<file path="src/flash_host_pkg.sv">
// constants, command decode and types for the serial flash host controller
// Behaviour
// - mode 0: sample rising, shift falling edge
// - dual io: opcode one lane, rest two
// - quad io: address out, data in, four lanes
// - frame starts with select, then 8-bit opcode, except in continuous mode, which goes straight to the address
// - every byte goes most significant bit first
// - raising select ends the operation
// - three address bytes, top two bits ignored
// - 3Bh: 8 dummy clocks, two-lane data
// - 6Bh: 8 dummy clocks, four-lane data
// - BBh: 4 mode clocks, no dummy, continuous
// - EBh: 2 mode clocks, 4 dummy, continuous
// - E7h: 2 mode clocks, 2 dummy, continuous
// - 50h is an opcode-only command
package flash_host_pkg;
    localparam int CLK_PERIOD_NS = 100;
    localparam int SCK_PERIOD_NS = 800;
    localparam int SCK_HALF_CYC  = SCK_PERIOD_NS / (2 * CLK_PERIOD_NS);
    localparam int CS_GAP_NS     = 200;
    localparam int CS_GAP_CYC    = (CS_GAP_NS + CLK_PERIOD_NS - 1) / CLK_PERIOD_NS;

    localparam logic [7:0]  OP_READ      = 8'h03;
    localparam logic [7:0]  OP_FAST      = 8'h0b;
    localparam logic [7:0]  OP_DUAL_OUT  = 8'h3b;
    localparam logic [7:0]  OP_DUAL_IO   = 8'hbb;
    localparam logic [7:0]  OP_QUAD_OUT  = 8'h6b;
    localparam logic [7:0]  OP_QUAD_IO   = 8'heb;
    localparam logic [7:0]  OP_QUAD_WORD = 8'he7;
    localparam logic [7:0]  OP_VSR_WREN  = 8'h50;
    localparam logic [7:0]  OP_WREN      = 8'h06;
    localparam logic [7:0]  OP_WRDI      = 8'h04;
    localparam logic [7:0]  OP_RST_EN    = 8'h66;
    localparam logic [7:0]  OP_RST       = 8'h99;
    localparam logic [7:0]  OP_PWR_DOWN  = 8'hb9;
    localparam logic [7:0]  OP_PWR_UP    = 8'hab;

    localparam logic [4:0]  OPC_BITS     = 5'd8;
    localparam logic [4:0]  ADDR_BITS    = 5'd24;
    localparam logic [4:0]  BYTE_BITS    = 5'd8;
    localparam logic [23:0] ADDR_MASK    = 24'h3f_ffff;
    localparam logic [2:0]  LANE1        = 3'd1;
    localparam logic [2:0]  LANE2        = 3'd2;
    localparam logic [2:0]  LANE4        = 3'd4;
    localparam logic [2:0]  BB_MODE_CLK  = 3'd4;
    localparam logic [2:0]  EB_MODE_CLK  = 3'd2;
    localparam logic [3:0]  FAST_DUMMY   = 4'd8;
    localparam logic [3:0]  EB_DUMMY     = 4'd4;
    localparam logic [3:0]  E7_DUMMY     = 4'd2;
    localparam logic [3:0]  PIN_IDLE_O   = 4'h0c;
    localparam logic [15:0] LEN_ONE      = 16'h0001;

    typedef enum logic [2:0] {
        ST_IDLE  = 3'b000,
        ST_OPC   = 3'b001,
        ST_ADDR  = 3'b010,
        ST_MODE  = 3'b011,
        ST_DUMMY = 3'b100,
        ST_DATA  = 3'b101,
        ST_END   = 3'b110
    } phase_e;

    typedef struct packed {
        logic       ok;
        logic       has_addr;
        logic [2:0] alanes;
        logic [2:0] dlanes;
        logic [2:0] mclk;
        logic [3:0] dclk;
        logic       has_data;
        logic       can_cont;
    } cmd_s;

    function automatic cmd_s cmd_decode(input logic [7:0] op);
        cmd_s c;
        c        = '0;
        c.ok     = 1'b1;
        c.alanes = LANE1;
        c.dlanes = LANE1;
        case (op)
            OP_READ: begin
                c.has_addr = 1'b1;
                c.has_data = 1'b1;
            end
            OP_FAST: begin
                c.has_addr = 1'b1;
                c.has_data = 1'b1;
                c.dclk     = FAST_DUMMY;
            end
            OP_DUAL_OUT: begin
                c.has_addr = 1'b1;
                c.has_data = 1'b1;
                c.dclk     = FAST_DUMMY;
                c.dlanes   = LANE2;
            end
            OP_QUAD_OUT: begin
                c.has_addr = 1'b1;
                c.has_data = 1'b1;
                c.dclk     = FAST_DUMMY;
                c.dlanes   = LANE4;
            end
            OP_DUAL_IO: begin
                c.has_addr = 1'b1;
                c.has_data = 1'b1;
                c.alanes   = LANE2;
                c.dlanes   = LANE2;
                c.mclk     = BB_MODE_CLK;
                c.can_cont = 1'b1;
            end
            OP_QUAD_IO: begin
                c.has_addr = 1'b1;
                c.has_data = 1'b1;
                c.alanes   = LANE4;
                c.dlanes   = LANE4;
                c.mclk     = EB_MODE_CLK;
                c.dclk     = EB_DUMMY;
                c.can_cont = 1'b1;
            end
            OP_QUAD_WORD: begin
                c.has_addr = 1'b1;
                c.has_data = 1'b1;
                c.alanes   = LANE4;
                c.dlanes   = LANE4;
                c.mclk     = EB_MODE_CLK;
                c.dclk     = E7_DUMMY;
                c.can_cont = 1'b1;
            end
            OP_VSR_WREN, OP_WREN, OP_WRDI, OP_RST_EN, OP_RST, OP_PWR_DOWN, OP_PWR_UP: begin
                c.ok = 1'b1;
            end
            default: c.ok = 1'b0;
        endcase
        return c;
    endfunction : cmd_decode

    // clocks needed to move a number of bits over a lane count
    function automatic logic [4:0] clocks_for(input logic [4:0] bits, input logic [2:0] lanes);
        case (lanes)
            LANE4:   return bits >> 2;
            LANE2:   return bits >> 1;
            default: return bits;
        endcase
    endfunction : clocks_for
endpackage : flash_host_pkg

</file>
<file path="src/sck_gen.sv">
// serial clock divider with edge pulses, mode 0 idle low
`timescale 1ns/10ps
module sck_gen
    import flash_host_pkg::*;
(
    input  wire logic core_clk,
    input  wire logic rst_n,
    input  wire logic clk_en,
    input  wire logic run,
    output logic      sck,
    output logic      rise,
    output logic      fall
);
    typedef struct packed {
        logic [3:0] div;
        logic       sck;
        logic       rise;
        logic       fall;
    } gen_s;

    localparam logic [3:0] HALF_LAST = 4'(SCK_HALF_CYC - 1);

    gen_s g_r;
    gen_s g_nxt;

    always_comb begin
        g_nxt      = g_r;
        g_nxt.rise = 1'b0;
        g_nxt.fall = 1'b0;
        if (!run) begin
            g_nxt.div = '0;
            g_nxt.sck = 1'b0;
        end else if (g_r.div == HALF_LAST) begin
            g_nxt.div  = '0;
            g_nxt.sck  = ~g_r.sck;
            g_nxt.rise = ~g_r.sck;
            g_nxt.fall = g_r.sck;
        end else begin
            g_nxt.div = g_r.div + 4'h1;
        end
    end

    always_ff @(posedge core_clk) begin
        if (!rst_n) begin
            g_r <= '0;
        end else if (clk_en) begin
            g_r <= g_nxt;
        end
    end

    assign sck  = g_r.sck;
    assign rise = g_r.rise;
    assign fall = g_r.fall;
endmodule : sck_gen

</file>
<file path="src/flash_host.sv">
// host controller that frames serial flash commands over one, two or four lanes
`timescale 1ns/10ps
module flash_host
    import flash_host_pkg::*;
(
    input  wire logic        core_clk,
    input  wire logic        rst_n,
    input  wire logic        clk_en,
    input  wire logic        start,
    input  wire logic [7:0]  opcode,
    input  wire logic [23:0] addr,
    input  wire logic [7:0]  mode_bits,
    input  wire logic        cont,
    input  wire logic [15:0] rd_len,
    output logic             busy,
    output logic             cmd_err,
    output logic [7:0]       rd_data,
    output logic             rd_valid,
    output logic             cs_n,
    output logic             sck,
    output logic [3:0]       io_o,
    output logic [3:0]       io_oe,
    input  wire logic [3:0]  io_i
);
    typedef struct packed {
        phase_e      st;
        cmd_s        cmd;
        logic [7:0]  op;
        logic [23:0] addr;
        logic [7:0]  mode;
        logic [31:0] sh;
        logic [7:0]  rx;
        logic [4:0]  cnt;
        logic [15:0] left;
        logic [2:0]  lanes;
        logic        adv;
        logic        run;
        logic [3:0]  gap;
        logic        cs_n;
        logic        busy;
        logic        err;
        logic [7:0]  rd_data;
        logic        rd_valid;
        logic [3:0]  io_o;
        logic [3:0]  io_oe;
        logic [3:0]  sync1;
        logic [3:0]  sync2;
    } host_s;

    host_s  s_r;
    host_s  s_nxt;
    logic   sck_rise;
    logic   sck_fall;

    sck_gen u_sck (
        .core_clk (core_clk),
        .rst_n    (rst_n),
        .clk_en   (clk_en),
        .run      (s_r.run),
        .sck      (sck),
        .rise     (sck_rise),
        .fall     (sck_fall)
    );

    always_comb begin
        phase_e     ns;
        logic       enter;
        logic       drv;
        logic [7:0] rx_new;
        cmd_s       c;
        ns       = s_r.st;
        enter    = 1'b0;
        drv      = 1'b0;
        rx_new   = s_r.rx;
        c        = cmd_decode(opcode);
        s_nxt    = s_r;
        s_nxt.sync1    = io_i;
        s_nxt.sync2    = s_r.sync1;
        s_nxt.err      = 1'b0;
        s_nxt.rd_valid = 1'b0;
        case (s_r.lanes)
            LANE4:   rx_new = {s_r.rx[3:0], s_r.sync2};
            LANE2:   rx_new = {s_r.rx[5:0], s_r.sync2[1:0]};
            default: rx_new = {s_r.rx[6:0], s_r.sync2[1]};
        endcase
        case (s_r.st)
            ST_IDLE: begin
                if (start) begin
                    if (!c.ok || (cont && !c.can_cont)) begin
                        s_nxt.err = 1'b1;
                    end else begin
                        s_nxt.cmd  = c;
                        s_nxt.op   = opcode;
                        s_nxt.addr = addr & ADDR_MASK;
                        s_nxt.mode = mode_bits;
                        s_nxt.left = (rd_len == 16'h0000) ? LEN_ONE : rd_len;
                        s_nxt.cs_n = 1'b0;
                        s_nxt.busy = 1'b1;
                        s_nxt.run  = 1'b1;
                        s_nxt.adv  = 1'b0;
                        s_nxt.rx   = '0;
                        enter      = 1'b1;
                        ns         = cont ? ST_ADDR : ST_OPC;
                    end
                end
            end
            ST_OPC, ST_ADDR, ST_MODE, ST_DUMMY, ST_DATA: begin
                if (sck_rise) begin
                    s_nxt.rx  = rx_new;
                    s_nxt.cnt = s_r.cnt - 5'd1;
                    if (s_r.cnt == 5'd1) begin
                        if (s_r.st == ST_DATA) begin
                            s_nxt.rd_data  = rx_new;
                            s_nxt.rd_valid = 1'b1;
                            s_nxt.left     = s_r.left - 16'h0001;
                            s_nxt.cnt      = clocks_for(BYTE_BITS, s_r.lanes);
                            s_nxt.adv      = (s_r.left == LEN_ONE);
                        end else begin
                            s_nxt.adv = 1'b1;
                        end
                    end
                end else if (sck_fall) begin
                    if (s_r.adv) begin
                        s_nxt.adv = 1'b0;
                        enter     = 1'b1;
                        case (s_r.st)
                            ST_OPC:   ns = s_r.cmd.has_addr ? ST_ADDR : ST_END;
                            ST_ADDR:  ns = (s_r.cmd.mclk != 3'd0) ? ST_MODE :
                                           (s_r.cmd.dclk != 4'd0) ? ST_DUMMY : ST_DATA;
                            ST_MODE:  ns = (s_r.cmd.dclk != 4'd0) ? ST_DUMMY : ST_DATA;
                            ST_DUMMY: ns = ST_DATA;
                            default:  ns = ST_END;
                        endcase
                    end else begin
                        s_nxt.sh = s_r.sh << s_r.lanes;
                    end
                end
            end
            ST_END: begin
                if (s_r.gap == 4'd0) begin
                    s_nxt.st   = ST_IDLE;
                    s_nxt.busy = 1'b0;
                end else begin
                    s_nxt.gap = s_r.gap - 4'd1;
                end
            end
            default: begin
                s_nxt.st   = ST_IDLE;
                s_nxt.cs_n = 1'b1;
                s_nxt.run  = 1'b0;
                s_nxt.busy = 1'b0;
            end
        endcase
        if (enter) begin
            s_nxt.st = ns;
            case (ns)
                ST_OPC: begin
                    s_nxt.cnt   = OPC_BITS;
                    s_nxt.sh    = {s_nxt.op, 24'h00_0000};
                    s_nxt.lanes = LANE1;
                end
                ST_ADDR: begin
                    s_nxt.cnt   = clocks_for(ADDR_BITS, s_nxt.cmd.alanes);
                    s_nxt.sh    = {s_nxt.addr, 8'h00};
                    s_nxt.lanes = s_nxt.cmd.alanes;
                end
                ST_MODE: begin
                    s_nxt.cnt   = {2'b00, s_nxt.cmd.mclk};
                    s_nxt.sh    = {s_nxt.mode, 24'h00_0000};
                    s_nxt.lanes = s_nxt.cmd.alanes;
                end
                ST_DUMMY: begin
                    s_nxt.cnt   = {1'b0, s_nxt.cmd.dclk};
                    s_nxt.lanes = s_nxt.cmd.alanes;
                end
                ST_DATA: begin
                    s_nxt.cnt   = clocks_for(BYTE_BITS, s_nxt.cmd.dlanes);
                    s_nxt.lanes = s_nxt.cmd.dlanes;
                end
                default: begin
                    s_nxt.run   = 1'b0;
                    s_nxt.cs_n  = 1'b1;
                    s_nxt.gap   = 4'(CS_GAP_CYC);
                    s_nxt.lanes = LANE1;
                end
            endcase
        end
        // only address, opcode and mode phases drive the data lanes
        drv = (s_nxt.st == ST_OPC) || (s_nxt.st == ST_ADDR) || (s_nxt.st == ST_MODE);
        case (s_nxt.lanes)
            LANE4: begin
                s_nxt.io_o  = s_nxt.sh[31:28];
                s_nxt.io_oe = drv ? 4'hf : 4'h0;
            end
            LANE2: begin
                s_nxt.io_o  = {2'b11, s_nxt.sh[31:30]};
                s_nxt.io_oe = {2'b11, drv, drv};
            end
            default: begin
                // protect and hold lines are held inactive high in single-lane work
                s_nxt.io_o  = {2'b11, 1'b0, s_nxt.sh[31] & drv};
                s_nxt.io_oe = {2'b11, 1'b0, drv};
            end
        endcase
    end

    always_ff @(posedge core_clk) begin
        if (!rst_n) begin
            s_r       <= '0;
            s_r.st    <= ST_IDLE;
            s_r.cs_n  <= 1'b1;
            s_r.lanes <= LANE1;
            s_r.io_o  <= PIN_IDLE_O;
            s_r.io_oe <= 4'h0c;
        end else if (clk_en) begin
            s_r <= s_nxt;
        end
    end

    assign busy     = s_r.busy;
    assign cmd_err  = s_r.err;
    assign rd_data  = s_r.rd_data;
    assign rd_valid = s_r.rd_valid;
    assign cs_n     = s_r.cs_n;
    assign io_o     = s_r.io_o;
    assign io_oe    = s_r.io_oe;
endmodule : flash_host

</file>
<file path="config.mk">
export PLATFORM = sky130hd
export DESIGN_NAME = flash_host
export DESIGN_NICKNAME = d
export VERILOG_FILES = /design/src/flash_host_pkg.sv /design/src/sck_gen.sv /design/src/flash_host.sv
export SDC_FILE = /design/constraint.sdc
export NUM_CORES = 1
export LEC_CHECK = 0
export BUFFER_PORTS_ARGS = -buffer_cell sky130_fd_sc_hd__buf_2
export CAP_MARGIN = 15
export CORE_MARGIN = 3
export CORE_UTILIZATION = 30
export CTS_BUF_LIST = sky130_fd_sc_hd__clkbuf_2
export DETAILED_ROUTE_END_ITERATION = 10
export PLACE_DENSITY = 0.58
export REMOVE_ABC_BUFFERS = 1
export SKIP_LAST_GASP = 1
export SLEW_MARGIN = 20
export SYNTH_ARGS = -nofsm -noshare
export SYNTH_HDL_FRONTEND = slang
export SYNTH_SLANG_ARGS = --single-unit
</file>
<file path="constraint.sdc">
create_clock -name core_clk -period 3.4 [get_ports core_clk]
set_input_delay 0.17 -clock core_clk [delete_from_list [all_inputs] [get_ports core_clk]]
set_output_delay 0.17 -clock core_clk [all_outputs]
set_load 0.01 [all_outputs]
</file>
Yosys cells after proc, flatten, opt, wreduce, memory -nomap -nowiden

Cells that the tools add are included.

$add $sub $neg: 4
Equal/unequal tests: 48
Shift operators: 1
Muxes and demuxes: 84
Bitwise gates (word level): 4
Reductions and logical operators: 31

Operators with widths:

| operator                                                                | count |
|---|---|
| 55-bit two-way mux                                                      | 3 |
| 32-bit two-way mux                                                      | 5 |
| 32-bit one-hot mux with 3 select lines                                  | 1 |
| 8-bit equality test (second input constant)                             | 6 |
| 16-bit two-way mux                                                      | 3 |
| 21-bit two-way mux                                                      | 2 |
| 3-bit two-way mux                                                       | 12 |
| 3-bit one-hot mux with 2 select lines                                   | 6 |
| 16-bit one-hot mux with 2 select lines                                  | 1 |
| 8-bit one-hot mux with 2 select lines                                   | 2 |
| 32-bit by 3-bit left shift with 32-bit output                           | 1 |
| 3-bit by 2-bit equality test with 1-bit output (second input constant)  | 10 |
| 28-bit two-way mux                                                      | 1 |
| 3-bit equality test (second input constant)                             | 9 |
| 5-bit one-hot mux with 5 select lines                                   | 1 |
| 8-bit by 7-bit equality test with 1-bit output (second input constant)  | 3 |
| 1-bit two-way mux                                                       | 20 |
| 16-bit by 1-bit equality test with 1-bit output (second input constant) | 1 |
| 8-bit by 3-bit equality test with 1-bit output (second input constant)  | 2 |
| 16-bit zero test                                                        | 1 |
| 4-bit two-way mux                                                       | 4 |
| 4-bit one-hot mux with 2 select lines                                   | 2 |
| 16-bit by 1-bit subtractor with 16-bit output (second input constant)   | 1 |
| 5-bit two-way mux                                                       | 3 |
| 43 further kinds                                                        | 72 |

Register bits after elaboration: 162
Input port bits: 65
Output and inout bits: 21
Logic and storage cells: 203

Longest topological paths before layout

Word-level depth: 15
Depth in mapped cells: 17

By module

Synthesis repeated with hierarchy kept, for this count alone.

Cell total of the unflattened synthesis: 1315
Area, all modules: 9670.5 um^2

Modules (own cells, without submodules):

| module     | instances | cells an instance | area an instance (um^2) | sequential area each (um^2) |
|---|---|---|---|---|
| flash_host | 1         | 1281              | 9336.5                  | 3022.9 |
| sck_gen    | 1         | 34                | 334.1                   | 140.1 |

Worst setup path after synthesis

No wires, ideal clock.

Path type: register -> register
From: register s_r[156] (netlist bit)
To: register, netlist name io_o[0]
Library setup time: 0.070 ns
Data arrival time: 3.206 ns
Data required time: 3.330 ns
Slack: 0.124 ns
Stages on the path, launching flop included: 15
Path buffers: 1
Period minus slack after synthesis: 3.276 ns
Path through: dfxtp_1 > inv_1 > ha_1 > and2_1 > clkbuf_1 > nor3_1 > nor2_1 > a211o_1 > or3_4 > o21a_1 > o221ai_2 > o21a_1 > o21ai_1 > o221a_1 > o2bb2ai_1

Word-level cells in the longest chain between the ends: 12

Ends and longest elaborated chain:

| item                                                                             | RTL line                             | text |
|---|---|---|
| start, declared                                                                  | flash_host.sv:50                     | `host_s s_r;` |
| start signal, assigned                                                           | flash_host.sv:216                    | `s_r <= s_nxt;` |
| 3-bit equality test, or another cell as far along                                | flash_host.sv:86, flash_host.sv:126  |  |
| 3-bit one-hot mux with 4 select lines                                            | flash_host.sv:126                    | `case (s_r.st)` |
| 3-bit two-way mux                                                                | flash_host.sv:123                    | `if (s_r.adv) begin` |
| 3-bit two-way mux                                                                | flash_host.sv:122                    | `end else if (sck_fall) begin` |
| 3-bit two-way mux                                                                | flash_host.sv:108                    | `if (sck_rise) begin` |
| 3-bit one-hot mux with 2 select lines                                            | flash_host.sv:86                     | `case (s_r.st)` |
| 3-bit by 2-bit equality test with 1-bit output, or another cell as far along     | flash_host.sv:156                    | `case (ns)` |
| 3-bit OR reduction (no line), or another cell as far along                       | -                                    |  |
| 3-bit one-hot mux with 2 select lines / 1-bit logical OR (equally long branches) | flash_host.sv:156, flash_host.sv:189 |  |
| 3-bit two-way mux / 1-bit logical OR (equally long branches)                     | flash_host.sv:154, flash_host.sv:189 |  |
| 3-bit by 2-bit equality test with 1-bit output, or another cell as far along     | flash_host.sv:190                    | `case (s_nxt.lanes)` |
| 8-bit one-hot mux with 2 select lines (*)                                        | flash_host.sv:190                    |  |

Mark *: on every way between the ends. The rest lies on a longest branch, timed or not.
A chain may end at the register's enable or synchronous reset.

Final worst setup path

From: register s_r[155] (netlist bit)
To: register, netlist name io_o[2]

Word-level cells in the longest chain between the ends: 12

Ends and longest elaborated chain:

| item                                                                                         | RTL line                            | text |
|---|---|---|
| 3-bit equality test, or another cell as far along                                            | flash_host.sv:86, flash_host.sv:126 |  |
| 3-bit one-hot mux with 4 select lines                                                        | flash_host.sv:126                   |  |
| 3-bit two-way mux                                                                            | flash_host.sv:123                   |  |
| 3-bit two-way mux                                                                            | flash_host.sv:122                   |  |
| 3-bit two-way mux                                                                            | flash_host.sv:108                   |  |
| 3-bit one-hot mux with 2 select lines                                                        | flash_host.sv:86                    |  |
| 3-bit by 2-bit equality test with 1-bit output / 3-bit equality test (equally long branches) | flash_host.sv:156                   |  |
| 3-bit OR reduction (no line)                                                                 | -                                   |  |
| 3-bit one-hot mux with 2 select lines                                                        | flash_host.sv:156                   |  |
| 3-bit two-way mux                                                                            | flash_host.sv:154                   | `if (enter) begin` |
| 3-bit by 2-bit equality test with 1-bit output / 3-bit equality test (equally long branches) | flash_host.sv:190                   |  |
| 8-bit one-hot mux with 2 select lines (*)                                                    | flash_host.sv:190                   |  |

Marks and branches as above.

==> results_dict.tcl <==
set metrics [dict create \
    seq_area_frac_synth_pct 32.5 \
    first_iter_violations 694 \
    setup_viol 0 \
    synth.most_common_cell "nand2_1" \
    portBuffers 83 \
    holdPathStages 4 \
    die_area_um2 35100 \
    cts.sinks 160 \
    reg2reg_depth 14 \
    synth_edf_count 0 \
    ios 86 \
    ant_nets 0 \
    dr.pass1.iters 5 \
    yosys_register_bits 160 \
    grt_max_degree 74 \
    wire_per_inst_um 15.7 \
    final_core_util_pct 36.7 \
    final-instance-count-excl-fill 1823 \
    routed_wl_um 28600 \
    synth.top_cell.area_share_pct 32.5 \
    hold_violations 0 \
    core.rowCount 65 \
    drc 0 \
    nNetsFinal 1449 \
    core_um2 32000 \
    cts_tree "yes" \
    synthTopCellsByCount "nand2_1, dfxtp_1, a21oi_1, nor2_1, o21ai_0" \
    holdWs_ps 184 \
    timing.final.ws_setup_ps 153 \
    grt_pass1_wl_um 46700 \
    syn-mean-instance-area_um2 7.84 \
    htree_num_levels 4 \
    crit_fanout 21 \
    peakVddDrop_v 0.000239 \
    yosysWarnings 0 \
    grt_usage_pct 15.9 \
    slew_viol_final 0 \
    yosysUniqueCellTypes 83 \
    fin_crit_ps 3250 \
    path_clk_slew_ps 250 \
    critPathCaptureType "flip-flop" \
    synth_ff_type "dfxtp_1" \
    grt-ovfl-total 0 \
    crit_type "reg2reg" \
    place_ws_ps 25.7 \
    viasPerCell 5.28 \
    clk_path_buf_depth 2 \
    period_share_pct 95.5 \
    vias 9630 \
    skew_ps 32.4 \
    hold_class "in2reg" \
    netlist_area_um2 9860 \
    arrival_ps 3880 \
    drive_gt1_share_pct 18.2 \
    fmax_mhz 308 \
    outcome "complete, no violations" \
    clk_latency_ps 750 \
    root_buffer "clkbuf_2" \
    n_fill_cell 3323 \
    placed_cells 1721 \
    fp.dieW_um 187 \
    dp_hpwl_um 19900 \
    maxCapViolations 0 \
    synth_area_leader_cell "dfxtp_1" \
    p_leak_nw 4.07 \
    synthTopCellsByArea "dfxtp_1, nand2_1, a21oi_1" \
    start_util_pct 30.9 \
    antenna_found_initial 1 \
    die_h_um 187 \
    cp-start-kind "flip-flop" \
    relSlewSlack_pct 38.9 \
    grt_pass1_vias 9181 \
    numCtsBuffers 17 \
    power_density_nw_per_um2 284 \
    syn_inst 1258 \
    critPathRequiredTime_ps 4040 \
    final.setup.tns_ps 0 \
    gp_congestion 0.866 \
    synthArstFlopShare_pct 0 \
    syn_to_final_growth_pct 19.0 \
    worst_slew_pin_slew_ps 913 \
]
layout by cell type, fill, tap and decap left out, types with 18 or more instances in the layout:
master	count
o21ai_0	67
nand3_1	28
nand2_1	210
buf_2	82
a21oi_1	126
dfxtp_1	156
nor2_1	124
clkbuf_2	18
a211oi_1	22
nor3_1	33
buf_4	52
mux4_2	18
mux2i_1	61
dlygate4sd3_1	66
repair_timing:
action,CTS,global route
setup endpoints to repair,0,13
resized for setup,0,12
hold buffers,66,0
buffers inserted,0,2
endpoints found under the hold margin,115,0
metrics by stage:
step           power (W)  instance area, µm²
2_1_floorplan    0.00215                9340
3_3_place_gp     0.00231               10800
3_5_place_dp     0.00231               10800
4_1_cts          0.00338               11700
5_1_grt          0.00349               11700
6_report         0.00333               11700
report_power, final:
| group | switching (W) | total [W] | internal, W |
|---|---|---|---|
| clock network | 0.000732 | 0.000995 | 0.000264 |
| logic | 0.000204 | 0.000397 | 0.000193 |
| registers | 0.0000312 | 0.00194 | 0.00191 |
| total | 0.000967 | 0.00333 | 0.00237 |
kinds of logic after synthesis:
logic type | count (synthesis) | synth area share [%]
compound gates | 355 | 23.7
xor+xnor | 11 | 0.977
fa+ha+maj | 11 | 1.40
buf+inv | 129 | 6.06
flops | 160 | 32.5
mux | 93 | 12.0
simple gates | 499 | 23.4
layout make-up:
cell class,count,area [µm²],share of cell area [%]
multi-input cells,969,6110,52.1
flip-flops and latches,160,3210,27.3
repair buffers,206,1580,13.5
well taps,435,544,4.64
clock inverters,14,119,1.01
clock buffers,18,90.1,0.768
inverters,19,73.8,0.629
diodes,2,5.00,0.0427
state kept, by name, summed over array words and instances, names as in the netlist:
register	cells
rd_valid	1
io_oe	3
cmd_err	1
busy	1
u_sck.rise	1
u_sck.sck	1
u_sck.fall	1
io_o	4
cs_n	1
s_r	130
s_nxt	4
u_sck.g_r	4
rd_data	8
critical path: stages, from the launching register on:
cell and delay, ps:
dfxtp_2 370, inv_1 70, buf_4 130, ha_1 240, or3b_2 470, a32oi_1 220, a31oi_1 100, o21ai_2 130
buf_12 190, mux2_2 340, nand3_1 80, o211ai_1 90, a21oi_1 340, nor3b_1 250, o21ai_0 110
routing by layer:
metal  share of wire, %  wire length (µm)  vias up  GRT usage (%)
met1                 46             13200     4653           20.5
met5                  0                 0        -              0
met2                 49             14100      183           27.7
met3                2.9               817       33           2.17
li1                   -                 -     4761              -
met4                1.7               482        0           4.65
path summary, 6_finish.rpt:
kind	end	slack, ps	startpoint
setup reg to reg	io_o[2]	150	s_r[155]
hold reg to reg	s_r[113]	470	s_r[113]
hold / removal	s_r[107]	180	addr[1]
setup / recovery	io_o[2]	150	s_r[155]
Power figures use the tool's default switching activity.
